$ cat config.mk
export PLATFORM = sky130hd
export DESIGN_NAME = tcs_clock_select
export DESIGN_NICKNAME = d
export VERILOG_FILES = /design/src/verilog/tcs_pkg.sv /design/src/verilog/tcs_edge_detect.sv /design/src/verilog/tcs_clock_select.sv
export SDC_FILE = /design/constraint.sdc
export NUM_CORES = 1
export LEC_CHECK = 0
export BUFFER_PORTS_ARGS = -buffer_cell sky130_fd_sc_hd__buf_2
export CORE_MARGIN = 5
export CORE_UTILIZATION = 53
export CTS_CLUSTER_DIAMETER = 150
export DETAILED_ROUTE_END_ITERATION = 10
export PLACE_DENSITY = 0.72
export SETUP_SLACK_MARGIN = 0.4
export SYNTH_ARGS = -nofsm -noshare
export SYNTH_HDL_FRONTEND = slang
export SYNTH_HIERARCHICAL = 1
export SYNTH_SLANG_ARGS = --single-unit
export TNS_END_PERCENT = 30
$ cat constraint.sdc
create_clock -name core_clk_i -period 2 [get_ports core_clk_i]
set_input_delay 0.1 -clock core_clk_i [delete_from_list [all_inputs] [get_ports core_clk_i]]
set_output_delay 0.1 -clock core_clk_i [all_outputs]
set_load 0.005 [all_outputs]
$ cat src/verilog/tcs_pkg.sv
// timer clock select: shared constants, register map, field layout
// assumes a 20-bit byte address, 16-bit register port, one 250 MHz clock
`default_nettype none
package tcs_pkg;
  localparam int NUM_CH = 8;
  localparam int ADDR_W = 20;
  localparam int DATA_W = 16;
  localparam int PRESC_W = 16;
  localparam int CLK_PERIOD_NS = 4;

  localparam logic [19:0] ADDR_MODE_BASE = 20'hf0190;
  localparam logic [19:0] ADDR_MODE_LAST = 20'hf019e;
  localparam logic [19:0] ADDR_RUN_STATUS = 20'hf01b0;
  localparam logic [19:0] ADDR_START = 20'hf01b2;
  localparam logic [19:0] ADDR_STOP = 20'hf01b4;
  localparam logic [19:0] ADDR_CLK_SEL = 20'hf01b6;
  localparam logic [19:0] ADDR_ROUTE = 20'hf01b8;

  localparam logic [15:0] MODE_RESET = 16'h0000;
  localparam logic [15:0] CLK_SEL_RESET = 16'h0000;
  localparam logic [7:0] RUN_RESET = 8'h00;
  localparam logic [7:0] ROUTE_RESET = 8'h00;
  localparam logic [15:0] RDATA_IDLE = 16'h0000;

  // clock select fields
  localparam int PRS0_LSB = 0;
  localparam int PRS1_LSB = 4;
  localparam int PRS2_LSB = 8;
  localparam int PRS3_LSB = 12;
  localparam logic [15:0] CLK_SEL_WMASK = 16'h33ff;

  // mode register fields
  localparam int CHOICE_HI = 15;
  localparam int CHOICE_LO = 14;
  localparam int COUNT_SRC_BIT = 12;
  localparam int LEAD_BIT = 11;
  localparam int EDGE_LSB = 6;
  localparam logic [15:0] MODE_ZERO_WMASK = 16'hdfcf;
  localparam logic [15:0] BIT11_WMASK = 16'hf7ff;

  // channel groups
  localparam logic [7:0] WIDE_CHOICE_CH = 8'h0a;
  localparam logic [7:0] FIXED_BIT11_CH = 8'ha1;
  localparam logic [7:0] ROUTED_CH = 8'he3;

  // nibble i = log2 ratio for two-bit code i
  localparam logic [15:0] CK2_SHIFTS_DEF = 16'h6421;
  localparam logic [15:0] CK3_SHIFTS_DEF = 16'h6421;

  typedef enum logic [1:0] {
    SEL_CK0 = 2'b00,
    SEL_CK2 = 2'b01,
    SEL_CK1 = 2'b10,
    SEL_CK3 = 2'b11
  } tcs_op_sel_e;

  typedef enum logic [1:0] {
    EDGE_FALL = 2'b00,
    EDGE_RISE = 2'b01,
    EDGE_BOTH = 2'b10,
    EDGE_BOTH_ALT = 2'b11
  } tcs_edge_e;

  // power-of-two divider tap
  function automatic logic tick_at(logic [15:0] cnt, logic [3:0] shift);
    logic [15:0] mask;
    mask = (16'h0001 << shift) - 16'h0001;
    return (cnt & mask) == mask;
  endfunction : tick_at

  function automatic logic [3:0] shift_of(logic [15:0] tbl, logic [1:0] code);
    return tbl[{code, 2'b00} +: 4];
  endfunction : shift_of
endpackage : tcs_pkg
`default_nettype wire

$ cat src/verilog/tcs_edge_detect.sv
// timer clock select: valid edge detector of one channel input
// assumes level_i already synchronised to core_clk_i
`timescale 1ns/1ns
`default_nettype none
module tcs_edge_detect (
  input wire logic core_clk_i,
  input wire logic rstn_i,
  input wire logic op_tick_i,
  input wire logic level_i,
  input wire tcs_pkg::tcs_edge_e edge_choice_i,
  output logic edge_o
);
  import tcs_pkg::*;

  logic level_q;
  logic level_d;

  // input sampled only on the operation clock
  always_comb begin
    level_d = op_tick_i ? level_i : level_q;
  end

  always_ff @(posedge core_clk_i) begin
    if (!rstn_i) begin
      level_q <= 1'b0;
    end else begin
      level_q <= level_d;
    end
  end

  always_comb begin
    case (edge_choice_i)
      EDGE_FALL: edge_o = op_tick_i & level_q & ~level_i;
      EDGE_RISE: edge_o = op_tick_i & ~level_q & level_i;
      EDGE_BOTH: edge_o = op_tick_i & (level_q ^ level_i);
      default: edge_o = op_tick_i & (level_q ^ level_i);
    endcase
  end
endmodule : tcs_edge_detect
`default_nettype wire

$ cat src/verilog/tcs_clock_select.sv
// timer clock select: shared prescalers, per-channel clock choice,
// count clock enables and the register port that programs them
// assumes one clock, synchronous active-low reset, pins asynchronous
//
// How it works
// - clock zero from select bits 3:0
// - clock one from select bits 7:4
// - clock two from select bits 9:8
// - clock three from select bits 13:12
// - clocks two, three only for channels 1, 3
// - clock select written as one 16-bit word
// - reset clears clock select to zero
// - mode bits 15:14 pick channel operation clock
// - edge detector runs on operation clock
// - source bit picks operation clock or pin edges
// - routed channels count the selected input
// - bit 11 fixed zero on channels 0,5,7
// - per-channel running flag, readable
`timescale 1ns/1ns
`default_nettype none
module tcs_clock_select #(
  parameter logic [15:0] CK2_SHIFTS = tcs_pkg::CK2_SHIFTS_DEF,
  parameter logic [15:0] CK3_SHIFTS = tcs_pkg::CK3_SHIFTS_DEF
) (
  input wire logic core_clk_i,
  input wire logic rstn_i,
  input wire logic [tcs_pkg::ADDR_W-1:0] reg_addr_i,
  input wire logic [tcs_pkg::DATA_W-1:0] reg_wdata_i,
  input wire logic reg_wr_i,
  input wire logic reg_rd_i,
  output logic [tcs_pkg::DATA_W-1:0] reg_rdata_o,
  input wire logic [tcs_pkg::NUM_CH-1:0] timer_input_pin_i,
  input wire logic [tcs_pkg::NUM_CH-1:0] alt_input_i,
  output logic [3:0] common_op_clock_o,
  output logic [tcs_pkg::NUM_CH-1:0] op_clk_tick_o,
  output logic [tcs_pkg::NUM_CH-1:0] channel_count_clock_o,
  output logic [tcs_pkg::NUM_CH-1:0] channel_running_flag_o
);
  import tcs_pkg::*;

  // mode slot decode: {hit, index}
  function automatic logic [3:0] mode_slot(logic [19:0] a);
    logic [19:0] off;
    off = a - ADDR_MODE_BASE;
    return {(a >= ADDR_MODE_BASE) && (a <= ADDR_MODE_LAST) && !a[0], off[3:1]};
  endfunction : mode_slot

  function automatic logic [15:0] mode_wmask(int ch);
    return FIXED_BIT11_CH[ch] ? (MODE_ZERO_WMASK & BIT11_WMASK) : MODE_ZERO_WMASK;
  endfunction : mode_wmask

  // ---------------- registers ----------------
  logic [15:0] mode_q [NUM_CH];
  logic [15:0] mode_d [NUM_CH];
  logic [15:0] clk_sel_q;
  logic [15:0] clk_sel_d;
  logic [7:0] route_q;
  logic [7:0] route_d;
  logic [7:0] run_q;
  logic [7:0] run_d;
  logic [15:0] rdata_q;
  logic [15:0] rdata_d;
  logic [3:0] wslot;
  logic [3:0] rslot;

  always_comb begin
    wslot = mode_slot(reg_addr_i);
    rslot = mode_slot(reg_addr_i);
    clk_sel_d = clk_sel_q;
    route_d = route_q;
    run_d = run_q;
    for (int n = 0; n < NUM_CH; n++) begin
      mode_d[n] = mode_q[n];
    end
    if (reg_wr_i) begin
      if (wslot[3]) begin
        // bit 11 stays zero where fixed, reserved bits stay zero
        mode_d[wslot[2:0]] = reg_wdata_i & mode_wmask(int'(wslot[2:0]));
      end
      if (reg_addr_i == ADDR_CLK_SEL) begin
        clk_sel_d = reg_wdata_i & CLK_SEL_WMASK;
      end
      if (reg_addr_i == ADDR_ROUTE) begin
        route_d = reg_wdata_i[7:0] & ROUTED_CH;
      end
      if (reg_addr_i == ADDR_START) begin
        run_d = run_q | reg_wdata_i[7:0];
      end
      if (reg_addr_i == ADDR_STOP) begin
        run_d = run_q & ~reg_wdata_i[7:0];
      end
    end
    rdata_d = RDATA_IDLE;
    if (reg_rd_i) begin
      if (rslot[3]) begin
        rdata_d = mode_q[rslot[2:0]];
      end else begin
        case (reg_addr_i)
          ADDR_CLK_SEL: rdata_d = clk_sel_q;
          ADDR_RUN_STATUS: rdata_d = {8'h00, run_q};
          ADDR_ROUTE: rdata_d = {8'h00, route_q};
          default: rdata_d = RDATA_IDLE;
        endcase
      end
    end
  end

  always_ff @(posedge core_clk_i) begin
    if (!rstn_i) begin
      clk_sel_q <= CLK_SEL_RESET;
      route_q <= ROUTE_RESET;
      run_q <= RUN_RESET;
      rdata_q <= RDATA_IDLE;
      for (int n = 0; n < NUM_CH; n++) begin
        mode_q[n] <= MODE_RESET;
      end
    end else begin
      clk_sel_q <= clk_sel_d;
      route_q <= route_d;
      run_q <= run_d;
      rdata_q <= rdata_d;
      for (int n = 0; n < NUM_CH; n++) begin
        mode_q[n] <= mode_d[n];
      end
    end
  end

  assign reg_rdata_o = rdata_q;
  assign channel_running_flag_o = run_q;

  // ---------------- shared prescalers ----------------
  logic [PRESC_W-1:0] cnt_q;
  logic [PRESC_W-1:0] cnt_d;
  logic [3:0] ck_tick_q;
  logic [3:0] ck_tick_d;

  always_comb begin
    cnt_d = cnt_q + 16'h0001;
    ck_tick_d[0] = tick_at(cnt_q, clk_sel_q[PRS0_LSB +: 4]);
    ck_tick_d[1] = tick_at(cnt_q, clk_sel_q[PRS1_LSB +: 4]);
    ck_tick_d[2] = tick_at(cnt_q, shift_of(CK2_SHIFTS, clk_sel_q[PRS2_LSB +: 2]));
    ck_tick_d[3] = tick_at(cnt_q, shift_of(CK3_SHIFTS, clk_sel_q[PRS3_LSB +: 2]));
  end

  always_ff @(posedge core_clk_i) begin
    if (!rstn_i) begin
      cnt_q <= '0;
      ck_tick_q <= 4'h0;
    end else begin
      cnt_q <= cnt_d;
      ck_tick_q <= ck_tick_d;
    end
  end

  assign common_op_clock_o = ck_tick_q;

  // ---------------- input synchronisers ----------------
  logic [15:0] sync1_q;
  logic [15:0] sync2_q;

  always_ff @(posedge core_clk_i) begin
    if (!rstn_i) begin
      sync1_q <= 16'h0000;
      sync2_q <= 16'h0000;
    end else begin
      sync1_q <= {alt_input_i, timer_input_pin_i};
      sync2_q <= sync1_q;
    end
  end

  // ---------------- per-channel clock choice ----------------
  logic [NUM_CH-1:0] op_tick;
  logic [NUM_CH-1:0] in_level;
  logic [NUM_CH-1:0] edge_hit;
  logic [NUM_CH-1:0] op_out_d;
  logic [NUM_CH-1:0] count_d;
  logic [NUM_CH-1:0] op_out_q;
  logic [NUM_CH-1:0] count_q;
  tcs_op_sel_e choice [NUM_CH];

  always_comb begin
    for (int n = 0; n < NUM_CH; n++) begin
      // narrow channels only see the high choice bit
      choice[n] = WIDE_CHOICE_CH[n] ? tcs_op_sel_e'(mode_q[n][CHOICE_HI:CHOICE_LO])
                                    : tcs_op_sel_e'({mode_q[n][CHOICE_HI], 1'b0});
      case (choice[n])
        SEL_CK0: op_tick[n] = ck_tick_q[0];
        SEL_CK2: op_tick[n] = ck_tick_q[2];
        SEL_CK1: op_tick[n] = ck_tick_q[1];
        SEL_CK3: op_tick[n] = ck_tick_q[3];
        default: op_tick[n] = ck_tick_q[0];
      endcase
      in_level[n] = (ROUTED_CH[n] && route_q[n]) ? sync2_q[NUM_CH + n] : sync2_q[n];
      op_out_d[n] = op_tick[n];
      // count clock: operation clock or valid input edge
      count_d[n] = run_q[n] & (mode_q[n][COUNT_SRC_BIT] ? edge_hit[n] : op_tick[n]);
    end
  end

  for (genvar g = 0; g < NUM_CH; g++) begin : g_edge
    tcs_edge_detect u_edge (
      .core_clk_i(core_clk_i),
      .rstn_i(rstn_i),
      .op_tick_i(op_tick[g]),
      .level_i(in_level[g]),
      .edge_choice_i(tcs_edge_e'(mode_q[g][EDGE_LSB +: 2])),
      .edge_o(edge_hit[g])
    );
  end

  always_ff @(posedge core_clk_i) begin
    if (!rstn_i) begin
      op_out_q <= '0;
      count_q <= '0;
    end else begin
      op_out_q <= op_out_d;
      count_q <= count_d;
    end
  end

  assign op_clk_tick_o = op_out_q;
  assign channel_count_clock_o = count_q;
endmodule : tcs_clock_select
`default_nettype wire

==> impl_metrics.prom <==
# TYPE chip_impl_metric gauge
chip_impl_info{name="status",value="finished, violations left"} 1
chip_impl_info{name="violations",value="setup timing"} 1
chip_impl_metric{name="initialDrtViolationCount",unit=""} 631
chip_impl_metric{name="layout_setup_ws",unit="ns"} -0.174
chip_impl_metric{name="floorplan.die_area",unit="um^2"} 21200
chip_impl_metric{name="pin_count_of_the_biggest_net_entering_global_routing",unit=""} 85
chip_impl_metric{name="detail_route.wl_per_cell",unit="um"} 18.8
chip_impl_metric{name="floorplan.rows",unit=""} 49
chip_impl_info{name="grt_most_used_layer",value="met2"} 1
chip_impl_metric{name="async_reset_ff_share",unit="%"} 0
chip_impl_metric{name="cts.path.max_buffers",unit=""} 3
chip_impl_metric{name="place_inst",unit=""} 1405
chip_impl_metric{name="final_core_occ",unit="%"} 67.0
chip_impl_metric{name="critical-path-max-stage-delay",unit="ns"} 0.55
chip_impl_metric{name="via_count_of_the_first_global_routing_pass",unit=""} 8135
chip_impl_metric{name="hold_viol",unit=""} 0
chip_impl_metric{name="clock_insertion_delay_worst_skew",unit="ns"} 0.53
chip_impl_metric{name="gr-usage-met3",unit="%"} 4.45
chip_impl_info{name="dominantRegCellSynth",value="sky130_fd_sc_hd__dfxtp_1"} 1
chip_impl_info{name="timing.setup.critical_path_class",value="flop to flop"} 1
chip_impl_metric{name="gp_congestion",unit=""} 0.897
chip_impl_metric{name="io_pins",unit=""} 100
chip_impl_info{name="worst_path_max_delay_cell",value="sky130_fd_sc_hd__or4_4"} 1
chip_impl_metric{name="seqPwrFrac",unit="%"} 47.7
chip_impl_metric{name="synthesis.yosys.warnings",unit=""} 6
chip_impl_metric{name="cts_buffers",unit=""} 23
chip_impl_metric{name="grt.met1_usage",unit="%"} 34.4
chip_impl_metric{name="detail_route.wirelength",unit="mm"} 27.7
chip_impl_metric{name="finalSetupViolations",unit=""} 1
chip_impl_metric{name="worstPathRequired",unit="ns"} 2.42
chip_impl_metric{name="critical_path_peak_fanout",unit=""} 5
chip_impl_metric{name="detailedPlacementHpwl",unit="mm"} 19.2
chip_impl_metric{name="syn_inst",unit=""} 1080
chip_impl_info{name="min_path_type",value="primary input to flop"} 1
chip_impl_metric{name="power.share.clock",unit="%"} 46.5
chip_impl_metric{name="post-synth-top-area-fraction",unit="%"} 44.2
chip_impl_metric{name="preCtsSetupSlack",unit="ns"} -0.204
chip_impl_metric{name="core_region_area",unit="um^2"} 18000
chip_impl_metric{name="antenna_found_initial",unit=""} 0
chip_impl_metric{name="maxSlewHeadroom",unit="%"} 48.6
chip_impl_metric{name="totalNegativeSetupSlack",unit="ns"} -0.174
chip_impl_metric{name="synth_area_per_cell",unit="um^2"} 9.02
chip_impl_metric{name="synth_sequential_area_ratio",unit="%"} 44.2
chip_impl_metric{name="globalRouteOverflowTotal",unit=""} 0
chip_impl_metric{name="syn_area",unit="um^2"} 9750
chip_impl_info{name="crit_path_cell_trace",value="or4_4 > ha_4 > or3_4 > mux2_4 > o32ai_2 > nor4_1 > and3_1"} 1
chip_impl_info{name="cts_tree",value="yes"} 1
chip_impl_metric{name="timing.final.crit_share",unit="%"} 109
chip_impl_metric{name="die_h",unit="um"} 146
chip_impl_metric{name="floorplan.initialDensity",unit="%"} 54.1
chip_impl_metric{name="number_of_drc_violations_after_detailed_routing",unit=""} 0
chip_impl_metric{name="layout-area-overhead-vs-synth",unit="%"} 23.9
chip_impl_metric{name="fillCellCount",unit=""} 1449
chip_impl_metric{name="grt_usage",unit="%"} 25.0
chip_impl_metric{name="arrival",unit="ns"} 2.59
chip_impl_metric{name="power.density",unit="nW/um^2"} 756
chip_impl_metric{name="routed_via_density",unit=""} 5.88
chip_impl_info{name="netlist_top_cells_area",value="sky130_fd_sc_hd__dfxtp_1, sky130_fd_sc_hd__o21ai_0, sky130_fd_sc_hd__nand3_1"} 1
chip_impl_metric{name="h-tree-depth",unit=""} 1
chip_impl_metric{name="routed-via-count",unit=""} 8657
chip_impl_metric{name="synth_enable_flop_cells",unit=""} 0
chip_impl_metric{name="intPower",unit="mW"} 7.02
chip_impl_metric{name="drv.max_cap_violation_count",unit=""} 0
chip_impl_metric{name="antennaDiodeCount",unit=""} 0
chip_impl_metric{name="grtUsageMet2",unit="%"} 39.7
chip_impl_info{name="setup_crit_start_kind",value="flop"} 1
chip_impl_metric{name="power.net_switching",unit="mW"} 2.11
chip_impl_metric{name="yosys.cell_types.count",unit=""} 72
chip_impl_metric{name="power.switching_fraction",unit="%"} 23.1
chip_impl_metric{name="power.share.combinational",unit="%"} 5.8
chip_impl_metric{name="post_cts_setup_buffers",unit=""} 0
chip_impl_info{name="setup_repair_after_global_routing_missed_its_margin",value="true"} 1
chip_impl_metric{name="grt_first_pass_wirelength",unit="mm"} 43.9
chip_impl_info{name="synth_common_cells",value="sky130_fd_sc_hd__dfxtp_1, sky130_fd_sc_hd__o21ai_0, sky130_fd_sc_hd__nand3_1, sky130_fd_sc_hd__nand2_1, sky130_fd_sc_hd__clkbuf_1"} 1
chip_impl_metric{name="final_standard_cell_count_with_taps_included_and_fillers_excluded",unit=""} 1473
chip_impl_metric{name="design.final.nets",unit=""} 1295
chip_impl_metric{name="number_of_clock_sinks",unit=""} 215
chip_impl_metric{name="max_clock_freq",unit="MHz"} 460
chip_impl_info{name="endpoint_kind",value="flop"} 1
chip_impl_metric{name="drive_gt1_share",unit="%"} 24.8
chip_impl_metric{name="clock_pin_slew_reported_for_the_worst_setup_and_hold_paths_after_clock_tree_synthesis",unit="ns"} 0.06
chip_impl_info{name="cts-root-buf",value="sky130_fd_sc_hd__clkbuf_16"} 1
chip_impl_metric{name="worst_clock_skew",unit="ns"} 0.0135
chip_impl_metric{name="drv_slew",unit=""} 0
chip_impl_metric{name="antenna_left",unit=""} 0
chip_impl_metric{name="port-buffer-count",unit=""} 96
chip_impl_metric{name="p_leak",unit="nW"} 4.86
chip_impl_info{name="post-synth-top-count-cell",value="sky130_fd_sc_hd__dfxtp_1"} 1
chip_impl_metric{name="final.min_clock_period",unit="ns"} 2.17
chip_impl_metric{name="die_width",unit="um"} 146
chip_impl_metric{name="drt-pass1-iter-count",unit=""} 5
chip_impl_metric{name="ir_drop",unit="uV"} 793
chip_impl_metric{name="synth_seq_cells",unit=""} 215
chip_impl_metric{name="tightestPinTransition",unit="ns"} 0.767
chip_impl_info{name="synthDominantAreaCellType",value="sky130_fd_sc_hd__dfxtp_1"} 1
## logic make-up (layout without fill, tap and decap cells)
family,after synthesis,in the layout,synth area share [%]
mux,81,81,9.67
buf+inv,95,258,4.02
fa+ha+maj,9,9,1.16
compound gates,248,248,16.2
xor+xnor,15,15,1.35
other cells,2,3,0.0771
simple gates,415,415,23.4
flops,215,215,44.2
## critical path, delay by kind of cell (launching register included)
family | cells | cell delay (ns)
mux | 1 | 0.27
compound gates | 1 | 0.20
flops | 1 | 0.30
simple gates | 4 | 1.10
fa+ha+maj | 1 | 0.19
## layout by cell type (no fill, tap or decap), types with 13 or more instances in the layout
cell / count
sky130_fd_sc_hd__a21oi_1: 25
sky130_fd_sc_hd__o21ai_0: 113
sky130_fd_sc_hd__nand3_1: 103
sky130_fd_sc_hd__inv_1: 13
sky130_fd_sc_hd__dfxtp_1: 207
sky130_fd_sc_hd__a22oi_1: 17
sky130_fd_sc_hd__mux2_2: 24
sky130_fd_sc_hd__nor2b_1: 44
sky130_fd_sc_hd__and2_1: 51
sky130_fd_sc_hd__nand2_1: 85
sky130_fd_sc_hd__a21boi_0: 14
sky130_fd_sc_hd__mux2i_1: 48
sky130_fd_sc_hd__clkbuf_16: 23
sky130_fd_sc_hd__dlygate4sd3_1: 29
sky130_fd_sc_hd__buf_2: 95
sky130_fd_sc_hd__nor2_1: 45
sky130_fd_sc_hd__buf_4: 76
## metal layers
metal  wire, um  share of wire (%)  vias up
li1           -                  -     4173
met1      12200                 44     4094
met2      12700                 46      327
met3       1890                6.8       63
met4        876                3.2        0
met5          0                  0        -
## layout make-up
class	count	area (um^2)	share of cell area, %
Timing Repair Buffer	206	1440	11.9
Clock inverter	12	139	1.15
Sequential cell	215	4310	35.7
Clock buffer	27	611	5.05
Tap cell	229	287	2.37
Inverter	13	48.8	0.404
Multi-Input combinational cell	771	5240	43.4
## timing repair
item	4_1_cts	5_1_grt
endpoints found under the setup margin	7	9
pin swaps	13	14
hold buffers	29	0
endpoints found under the hold margin	80	0
gates resized for setup	22	20
## path summary, 6_finish.rpt
| check | start | end | slack (ns) | depth (start not counted) |
|---|---|---|---|---|
| min reg2reg | sync1_q[8] | sync2_q[8] | 0.43 | 1 |
| max | clk_sel_q[4] | common_op_clock_o[1] | -0.17 | 7 |
| max reg2reg | clk_sel_q[4] | common_op_clock_o[1] | -0.17 | 7 |
| min | reg_wdata_i[11] | mode_q[2][11] | 0.03 | 4 |
## sequential cells by signal, summed over array words and instances, names as in the netlist, named ones only
signal and flops:
channel_count_clock_o 8, clk_sel_q 12, route_q 5, reg_rdata_o 16
common_op_clock_o 4, op_clk_tick_o 8, sync2_q 13, cnt_q 16
mode_q 104, sync1_q 13, g_edge.u_edge/level_q 8
## per-stage QoR
stage                     hold WS, ns  power, mW  area (um^2)
final                          0.0336       9.13        12100
after detailed placement        0.310       4.92        10900
after CTS                      0.0350       9.18        12000
after floorplan                 0.227       4.70         9780
after global routing           0.0813       9.41        12100
after global placement          0.307       4.91        10900
## power groups by stage
stage	Clock, mW	Sequential [mW]	Combinational [mW]
4_1_cts	4.31	4.35	0.521
6_report	4.24	4.36	0.533
3_3_place_gp	0	4.45	0.466
2_1_floorplan	0	4.44	0.260
5_1_grt	4.47	4.36	0.574
3_5_place_dp	0	4.45	0.472
Note: power is estimated with default switching activity, not from simulation.
